### src/hdl/sfae_params.svh
// Named constants for the serial flash address extension block.
// Assumes inclusion by bare name from the core module.
`ifndef SFAE_PARAMS_SVH
`define SFAE_PARAMS_SVH

// Bank register layout and reset value
`define SFAE_EXT_BIT 3'd7
`define SFAE_BANK_RESET 8'h00

// Last bit index of each serial field, counted from zero
`define SFAE_LAST_BYTE 5'd7
`define SFAE_LAST_ADDR24 5'd23
`define SFAE_LAST_ADDR32 5'd31

// Address field positions
`define SFAE_HI_MSB 31
`define SFAE_HI_LSB 24
`define SFAE_LO_MSB 23
`define SFAE_HI_ZERO 8'h00

// One-time space size in bytes
`define SFAE_OTP_SIZE 32'h0000_0400

// Command codes; plain defaults, adjustable per product
`define SFAE_OPC_READ 8'h03
`define SFAE_OPC_PROG 8'h02
`define SFAE_OPC_READ4 8'h13
`define SFAE_OPC_PROG4 8'h12
`define SFAE_OPC_OTP_READ 8'h4B
`define SFAE_OPC_OTP_PROG 8'h42
`define SFAE_OPC_BANK_WR 8'h17
`define SFAE_OPC_BANK_RD 8'h16

// Synchroniser reset pattern for {sck, cs_n, si}: select idles high
`define SFAE_LINK_IDLE 3'b010

`endif

### src/hdl/sfae_pkg.sv
// Types shared by the address extension core and the testbench.
// Needs no constants header; only the core module includes it.
package sfae_pkg;

  // Link pins as seen at the device boundary
  typedef struct packed {
    logic sck; // Serial clock from the host
    logic cs_n; // Chip select, active low
    logic si; // Serial data into the device
  } sfae_link_s;

  // Frame phases of the command decoder
  typedef enum logic [2:0] {
    SFAE_OPC,
    SFAE_ADDR,
    SFAE_BANK_IN,
    SFAE_BANK_OUT,
    SFAE_SKIP
  } sfae_phase_e;

  // Address space a command targets
  typedef enum logic {
    SFAE_MAIN,
    SFAE_OTP
  } sfae_space_e;

  // Decoded command with its effective address
  typedef struct packed {
    logic valid; // One-cycle strobe
    logic [7:0] opcode; // Received command code
    sfae_space_e space; // Target address space
    logic wide; // Four address bytes were taken
    logic otp_ok; // Address inside the one-time space
    logic [31:0] addr; // Effective byte address
  } sfae_cmd_s;

  // Whole state of the core
  typedef struct packed {
    sfae_phase_e phase;
    logic [4:0] bitcnt; // Bits taken in the current field
    logic [4:0] last_bit; // Index of the final address bit
    logic [31:0] shreg; // Incoming serial bits
    logic [7:0] shout; // Outgoing bank image
    logic [7:0] opcode;
    logic [7:0] bank; // Bank register, mode bit on top
    logic sck_prev; // Previous synchronised clock
    logic so; // Serial output level
    logic so_oe; // Serial output enable
    sfae_cmd_s cmd;
  } sfae_state_s;

endpackage : sfae_pkg

### src/hdl/sfae_sync.sv
// Two-flop synchroniser for a group of asynchronous pins.
// Assumes the reset pattern matches the idle level of the pins.
`timescale 1ns/100ps
module sfae_sync #(
  parameter int W = 3,
  parameter logic [W-1:0] RST_VAL = '0
) (
  input wire logic clk_in,
  input wire logic rst_in,
  input wire logic [W-1:0] d_in,
  output logic [W-1:0] q_out
);

  // Both stages in one state word
  typedef struct packed {
    logic [W-1:0] meta; // First stage, read only by the second
    logic [W-1:0] sync; // Second stage, safe to use
  } sfae_sync_s;

  sfae_sync_s q_q;
  sfae_sync_s q_d;

  // Next stage values
  always_comb begin
    q_d.meta = d_in;
    q_d.sync = q_q.meta;
  end

  // Stage registers, constant reset
  always_ff @(posedge clk_in or posedge rst_in) begin
    if (rst_in) begin
      q_q <= {RST_VAL, RST_VAL};
    end else begin
      q_q <= q_d;
    end
  end

  assign q_out = q_q.sync;

endmodule : sfae_sync

### src/hdl/sfae_core.sv
// Command and address formation for a serial flash with 32-bit addressing.
// Assumes serial mode 0 pins, sampled by clk_in far faster than the link clock.
`timescale 1ns/100ps
`include "sfae_params.svh"
module sfae_core
  import sfae_pkg::*;
#(
  parameter bit DENSITY_SMALL = 1'b0, // Main array needs only 24 bits
  parameter logic [7:0] OPC_READ = `SFAE_OPC_READ,
  parameter logic [7:0] OPC_PROG = `SFAE_OPC_PROG,
  parameter logic [7:0] OPC_READ4 = `SFAE_OPC_READ4,
  parameter logic [7:0] OPC_PROG4 = `SFAE_OPC_PROG4,
  parameter logic [7:0] OPC_OTP_READ = `SFAE_OPC_OTP_READ,
  parameter logic [7:0] OPC_OTP_PROG = `SFAE_OPC_OTP_PROG,
  parameter logic [7:0] OPC_BANK_WR = `SFAE_OPC_BANK_WR,
  parameter logic [7:0] OPC_BANK_RD = `SFAE_OPC_BANK_RD
) (
  input wire logic clk_in,
  input wire logic rst_in,
  input sfae_link_s link_in,
  output sfae_cmd_s cmd_out,
  output logic so_out,
  output logic so_oe_out,
  output logic [7:0] bank_out,
  output logic ext_mode_out
);

  sfae_state_s q_q; // Registered state
  sfae_state_s q_d; // Next state
  sfae_link_s link_s; // Synchronised pins
  logic sck_rise; // Host sampling edge
  logic sck_fall; // Host launch edge
  logic [31:0] stream; // Shift register with the current bit
  logic [7:0] byte_now; // Low byte of the stream
  logic is_legacy; // Address width follows the mode bit
  logic is_new; // Address always four bytes
  logic is_otp; // One-time space command
  logic [31:0] eff_addr; // Formed effective address

  // Pins cross into clk_in before any decode
  sfae_sync #(
    .W(3),
    .RST_VAL(`SFAE_LINK_IDLE)
  ) u_sync (
    .clk_in(clk_in),
    .rst_in(rst_in),
    .d_in(link_in),
    .q_out(link_s)
  );

  // Edges of the sampled link clock
  assign sck_rise = link_s.sck & ~q_q.sck_prev;
  assign sck_fall = ~link_s.sck & q_q.sck_prev;
  assign stream = {q_q.shreg[30:0], link_s.si};
  assign byte_now = stream[7:0];

  // Command classes, by the opcode held in the state
  assign is_legacy = (q_q.opcode == OPC_READ) || (q_q.opcode == OPC_PROG) ||
                     is_otp;
  assign is_new = (q_q.opcode == OPC_READ4) || (q_q.opcode == OPC_PROG4);
  assign is_otp = (q_q.opcode == OPC_OTP_READ) || (q_q.opcode == OPC_OTP_PROG);

  // Effective address from the received bits and the bank
  always_comb begin
    if (q_q.last_bit == `SFAE_LAST_ADDR24) begin
      eff_addr = {1'b0, q_q.bank[6:0], stream[`SFAE_LO_MSB:0]};
    end else begin
      eff_addr = stream;
    end
    // Small density drops the high byte only in the main array
    if (DENSITY_SMALL && !is_otp) begin
      eff_addr[`SFAE_HI_MSB:`SFAE_HI_LSB] = `SFAE_HI_ZERO;
    end
  end

  // Next state of the whole decoder
  always_comb begin
    q_d = q_q;
    q_d.cmd.valid = 1'b0;
    q_d.sck_prev = link_s.sck;
    if (link_s.cs_n) begin
      // Deselect ends any frame and frees the output
      q_d.phase = SFAE_OPC;
      q_d.bitcnt = '0;
      q_d.so_oe = 1'b0;
    end else if (sck_rise) begin
      q_d.shreg = stream;
      q_d.bitcnt = q_q.bitcnt + 5'd1;
      unique case (q_q.phase)
        SFAE_OPC: begin
          if (q_q.bitcnt == `SFAE_LAST_BYTE) begin
            q_d.opcode = byte_now;
            q_d.bitcnt = '0;
            q_d.phase = SFAE_ADDR;
            // Width fixed at opcode time; mode bit cannot move mid-frame
            if (byte_now == OPC_READ4 || byte_now == OPC_PROG4) begin
              q_d.last_bit = `SFAE_LAST_ADDR32;
            end else if (q_q.bank[`SFAE_EXT_BIT]) begin
              q_d.last_bit = `SFAE_LAST_ADDR32;
            end else begin
              q_d.last_bit = `SFAE_LAST_ADDR24;
            end
            if (byte_now == OPC_BANK_WR) begin
              q_d.phase = SFAE_BANK_IN;
            end else if (byte_now == OPC_BANK_RD) begin
              q_d.phase = SFAE_BANK_OUT;
              q_d.shout = q_q.bank;
            end else if (!(byte_now == OPC_READ || byte_now == OPC_PROG ||
                           byte_now == OPC_READ4 || byte_now == OPC_PROG4 ||
                           byte_now == OPC_OTP_READ || byte_now == OPC_OTP_PROG)) begin
              // Unknown codes are ignored until deselect
              q_d.phase = SFAE_SKIP;
            end
          end
        end
        SFAE_ADDR: begin
          if (q_q.bitcnt == q_q.last_bit) begin
            q_d.cmd.valid = 1'b1;
            q_d.cmd.opcode = q_q.opcode;
            q_d.cmd.space = is_otp ? SFAE_OTP : SFAE_MAIN;
            q_d.cmd.wide = (q_q.last_bit == `SFAE_LAST_ADDR32);
            q_d.cmd.addr = eff_addr;
            q_d.cmd.otp_ok = is_otp && (eff_addr < `SFAE_OTP_SIZE);
            q_d.phase = SFAE_SKIP; // Data bytes belong to the array logic
          end
        end
        SFAE_BANK_IN: begin
          if (q_q.bitcnt == `SFAE_LAST_BYTE) begin
            q_d.bank = byte_now;
            q_d.phase = SFAE_SKIP;
          end
        end
        SFAE_BANK_OUT: begin
          // Output shifts on the falling edge only
        end
        SFAE_SKIP: begin
          // Remaining bits of the frame are not ours
        end
      endcase
    end else if (sck_fall && q_q.phase == SFAE_BANK_OUT) begin
      // Rotate so repeated reads repeat the bank image
      q_d.so = q_q.shout[7];
      q_d.shout = {q_q.shout[6:0], q_q.shout[7]};
      q_d.so_oe = 1'b1;
    end
  end

  // State register; bank and mode reset to the 24-bit default
  always_ff @(posedge clk_in or posedge rst_in) begin
    if (rst_in) begin
      q_q <= '0;
      q_q.phase <= SFAE_OPC;
      q_q.bank <= `SFAE_BANK_RESET;
      q_q.last_bit <= `SFAE_LAST_ADDR24;
      q_q.sck_prev <= 1'b0;
    end else begin
      q_q <= q_d;
    end
  end

  // Outputs straight from the state
  assign cmd_out = q_q.cmd;
  assign so_out = q_q.so;
  assign so_oe_out = q_q.so_oe;
  assign bank_out = q_q.bank;
  assign ext_mode_out = q_q.bank[`SFAE_EXT_BIT];

  // Bank leaves reset cleared
  a_reset_bank_clear: assert property (@(posedge clk_in)
    $fell(rst_in) |-> (q_q.bank == `SFAE_BANK_RESET && !q_q.bank[`SFAE_EXT_BIT]))
    else $error("bank not cleared at reset");

  // Bank only changes by its own load command
  a_bank_load_only: assert property (@(posedge clk_in) disable iff (rst_in)
    $changed(q_q.bank) |-> $past(q_q.phase) == SFAE_BANK_IN)
    else $error("bank changed outside its load");

  // Legacy commands in 24-bit mode are narrow with bank on top
  a_legacy_bank_top: assert property (@(posedge clk_in) disable iff (rst_in)
    (q_q.cmd.valid && !q_q.cmd.wide && !DENSITY_SMALL) |->
      q_q.cmd.addr[`SFAE_HI_MSB:`SFAE_HI_LSB] == {1'b0, q_q.bank[6:0]})
    else $error("bank bits not above narrow address");

  // Legacy width follows the mode bit
  a_legacy_width_mode: assert property (@(posedge clk_in) disable iff (rst_in)
    (q_q.cmd.valid && (q_q.cmd.opcode == OPC_READ || q_q.cmd.opcode == OPC_PROG)) |->
      (q_q.cmd.wide == q_q.bank[`SFAE_EXT_BIT]))
    else $error("legacy width disagrees with mode");

  // Newer commands are always wide
  a_new_always_wide: assert property (@(posedge clk_in) disable iff (rst_in)
    (q_q.cmd.valid && (q_q.cmd.opcode == OPC_READ4 || q_q.cmd.opcode == OPC_PROG4)) |->
      q_q.cmd.wide)
    else $error("newer command took narrow address");

  // A strobed command is either width-following or fixed four-byte, never both
  a_single_class: assert property (@(posedge clk_in) disable iff (rst_in)
    q_q.cmd.valid |-> (is_legacy != is_new))
    else $error("command class ambiguous");

  // Small density masks the high byte of main addresses
  a_small_high_zero: assert property (@(posedge clk_in) disable iff (rst_in)
    (q_q.cmd.valid && q_q.cmd.space == SFAE_MAIN && DENSITY_SMALL) |->
      q_q.cmd.addr[`SFAE_HI_MSB:`SFAE_HI_LSB] == `SFAE_HI_ZERO)
    else $error("high byte kept in small density");

  // One-time range flag matches the full address
  a_otp_range_flag: assert property (@(posedge clk_in) disable iff (rst_in)
    (q_q.cmd.valid && q_q.cmd.space == SFAE_OTP) |->
      q_q.cmd.otp_ok == (q_q.cmd.addr < `SFAE_OTP_SIZE))
    else $error("one-time range flag wrong");

  // Strobe is a single cycle and follows a selected clock edge
  a_cmd_strobe_once: assert property (@(posedge clk_in) disable iff (rst_in)
    q_q.cmd.valid |-> !$past(link_s.cs_n) ##1 !q_q.cmd.valid)
    else $error("command strobe malformed");

  // Deselect ends the frame and releases the output
  a_deselect_idle: assert property (@(posedge clk_in) disable iff (rst_in)
    link_s.cs_n |=> (q_q.phase == SFAE_OPC && !q_q.so_oe))
    else $error("frame survived deselect");

endmodule : sfae_core

### config.mk
export PLATFORM = sky130hd
export DESIGN_NAME = sfae_core
export DESIGN_NICKNAME = d
export VERILOG_FILES = /design/src/hdl/sfae_pkg.sv /design/src/hdl/sfae_sync.sv /design/src/hdl/sfae_core.sv
export VERILOG_INCLUDE_DIRS = /design/src /design/src/hdl
export SDC_FILE = /design/constraint.sdc
export NUM_CORES = 1
export LEC_CHECK = 0
export ABC_CLOCK_PERIOD_IN_PS = 3600
export BUFFER_PORTS_ARGS = -buffer_cell sky130_fd_sc_hd__buf_2
export CORE_ASPECT_RATIO = 0.9
export CORE_MARGIN = 3
export CORE_UTILIZATION = 45
export DETAILED_ROUTE_END_ITERATION = 7
export PLACE_DENSITY = 0.77
export SYNTH_ARGS = -nofsm -noshare
export SYNTH_HDL_FRONTEND = slang
export SYNTH_SLANG_ARGS = --single-unit
export TNS_END_PERCENT = 50
### constraint.sdc
create_clock -name clk_in -period 3.6 [get_ports clk_in]
set_input_delay 0.72 -clock clk_in [delete_from_list [all_inputs] [get_ports clk_in]]
set_output_delay 0.72 -clock clk_in [all_outputs]
set_load 0.01 [all_outputs]
==> key figures <==
Detailed routing
  • Average vias per placed instance: 5.264
  • Routed Antenna Nets: 0
  • DRC Markers: 0
  • 1st-pass router iterations: 4
  • DRT iter0 DRCs: 296
  • DRT Wirelength: 10,020 um
  • Wirelength per Cell: 17.18 um
  • Routed vias: 3,069

Floorplan
  • Die Y: 109.4 um
  • I/O pin count: 60
  • Rows: 37
  • Starting density of the core: 46.36%
  • Core box area: 0.01153 sq mm
  • Die area: 0.01322 sq mm
  • Die width: 120.9 um

Power
  • Leakage: 3.091 nW
  • Total power: 3.094 mW
  • Peak VDD IR: 0.3341 mV
  • PD cells: 521.6 mW/mm^2

STA
  • Period minus WS final: 2484 ps
  • Tcrit/Tclk final: 68.99%
  • Peak Freq: 402.6 MHz
  • Hold_ws: 344.5 ps
  • Tightest Pin Transition: 929.9 ps
  • Worst rel slew slack: 37.49%
  • Final hold vios: 0
  • Final Skew: 9.781 ps
  • Unrepaired setup endpoints after global routing: false
  • Slew Limit Fails: 0
  • Setup TNS: 0 ps
  • Setup Viol. Count Final: 0

Setup path
  • CP Cell Sequence: or3b_1 > buf_4 > or4_4 > mux2_4
  • CP Launch Type: flip-flop
  • CP Class: reg2reg
  • CP delay by family, top: simple AND/OR/NAND/NOR gates
  • R2r worst-path depth: 4
  • RR Startpoint: q_q[46]$_DFF_PP0_
  • CP Data Arrival Time: 2770 ps
  • R2R Setup Slk: 1120 ps
  • Maximum fanout along the worst path: 54
  • CP endpoint: cmd_out[6]$_DFFE_PP0P_
  • Max incr delay on CP: 850 ps
  • Crit path from: q_q[46]$_DFF_PP0_
  • RR Endpoint: cmd_out[6]$_DFFE_PP0P_
  • WP buf/inv: 1
  • Worst path slowest cell: or4_4
  • Worst path depth: 4
  • Critical Path RT: 3890 ps
  • CP endpoint kind: flip-flop

Global routing
  • Initial antenna violation count: 0
  • Largest net degree at the start of global routing: 118
  • Grt ovf: 0
  • Vias in the first global route: 3,180
  • First-pass GRT wire length: 16,540 um
  • Total GRT Usage: 16.18%

Logic synthesis
  • Synth top area cells: dfrtp_1, mux2_2, mux2_4, buf_4, a22o_1
  • Async set-reset flop share out of synthesis: 100.0%
  • Syn avg cell area: 13.19 sq um
  • Flip-flop and latch count after synthesis: 117
  • Synth cell types: 48
  • Post-synthesis cell area: 0.005344 sq mm
  • Syn nets: 411
  • Ys Warns: 0
  • Post-Synthesis Cells: 405
  • Proportion of synthesized chip area in sequential cells: 54.83%
  • Post-synth EDFFs: 0
  • Synth top area share: 53.85%
  • Yosys top cell by area: dfrtp_1
  • Synth Flop Type: dfrtp_1

CTS
  • CTS tree: built
  • Clock-pin transition on the worst setup and hold timing paths: 50 ps
  • CTS Buf Count: 17
  • Clk root buf: clkbuf_16
  • Worst skew pair latency: 410 ps
  • Htree depth: 4
  • Setup bufs post-CTS: 0
  • CTS Sinks: 117
  • Hold Buf Count CTS: 0
  • Max clock buf depth: 2
  • Resize count post-CTS: 0

Layout
  • Layout area overhead: 11.00%
  • Ant diodes: 0
  • Layout cells sized above 1: 42.62%
  • Finished Layout Cells: 583
  • Commonest non-fill, non-tap cell in the layout: dfrtp_1
  • Final nets: 425
  • Commonest cells after routing, fill and taps aside: dfrtp_1, buf_2, mux2_2

Placed design
  • Placed instance count: 556
  • Gpl congestion: 0.7928
  • Post-DP HPWL: 6569 um
  • IO buf count: 59

Hold path
  • Hold crit path type: reg2reg

Job
  • Max-cap viol count: 0

Status
  • Status: completed
[per-layer routing]
layer	vias up	GRT usage [%]	routed length [um]
met2	86	26.02	4967
met3	4	5.350	495
met1	1555	20.50	4499
li1	1424	-	-
met5	-	0	0
met4	0	6.068	56
[kinds of logic (layout without fill, tap and decap cells)]
| logic type | after synthesis | in the layout | synth area share, % |
|---|---|---|---|
| xor gates and xnor gates | 4 | 4 | 0.6557 |
| AOI/OAI and AO/OA | 46 | 46 | 6.088 |
| adders and majority gates | 1 | 1 | 0.2341 |
| DFF | 117 | 117 | 54.83 |
| muxes | 92 | 92 | 21.19 |
| buffers and inverters | 72 | 94 | 9.295 |
| and+or+nand+nor | 73 | 73 | 7.703 |
[flip-flops by register name, summed over array words and instances, names as in the netlist]
signal,flops
byte_now,7
u_sync.q_d,3
q_q,50
cmd_out,44
u_sync.q_out,3
bank_out,8
so_out,1
so_oe_out,1
[layout make-up]
class | instances | area, sq um
Fill cell | 960 | 5595
Tap cell | 156 | 195.2
Sequential cell | 117 | 2930
Inverter | 4 | 18.77
Multi-Input combinational cell | 216 | 1917
Clock inverter | 6 | 82.58
Timing Repair Buffer | 63 | 337.8
Clock buffer | 21 | 450.4
[power breakdown]
group / internal (mW) / switching, mW
logic: 0.0561 / 0.0817
registers: 1.35 / 0.0587
clock network: 1.01 / 0.536
[worst min path at each step]
stage                       startpoint                   endpoint  slack (ps)  depth (start not counted)
6_report       u_sync.q_d[2]$_DFF_PP0_  u_sync.q_out[2]$_DFF_PP0_         340                          0
5_1_grt        u_sync.q_d[2]$_DFF_PP0_  u_sync.q_out[2]$_DFF_PP0_         360                          0
4_1_cts        u_sync.q_d[2]$_DFF_PP0_  u_sync.q_out[2]$_DFF_PP0_         350                          0
3_5_place_dp   u_sync.q_d[2]$_DFF_PP0_  u_sync.q_out[2]$_DFF_PP0_         330                          0
3_3_place_gp   u_sync.q_d[0]$_DFF_PP0_  u_sync.q_out[0]$_DFF_PP0_         330                          0
2_1_floorplan  u_sync.q_d[0]$_DFF_PP0_  u_sync.q_out[0]$_DFF_PP0_         330                          0
[synthesized netlist by cell type (2+ instances only)]
master / instances
inv_1: 4
xor2_1: 2
nand2_1: 20
buf_4: 52
dfrtp_1: 115
buf_6: 4
o21ai_0: 19
or3_1: 2
nand2b_1: 4
nor4_1: 6
a21oi_1: 5
mux2_2: 57
buf_1: 2
a21o_1: 3
mux2i_1: 7
or4_1: 2
dfstp_2: 2
xnor2_1: 2
nor2_1: 10
clkbuf_1: 9
nand4b_1: 2
a22o_1: 11
mux2_4: 28
nor3_1: 9
nand3_1: 5
[metrics by stage]
stage | area (sq um) | worst slack, ps | utilization, %
floorplan | 5348 | 1454 | -
global placement | 5399 | 1179 | 46.84
detailed placement | 5399 | 1131 | 46.84
CTS | 5932 | 1131 | 51.46
global route | 5932 | 1035 | 51.46
finish | 5932 | 1116 | 51.46
No activity file was read; power rests on OpenSTA's default activity.
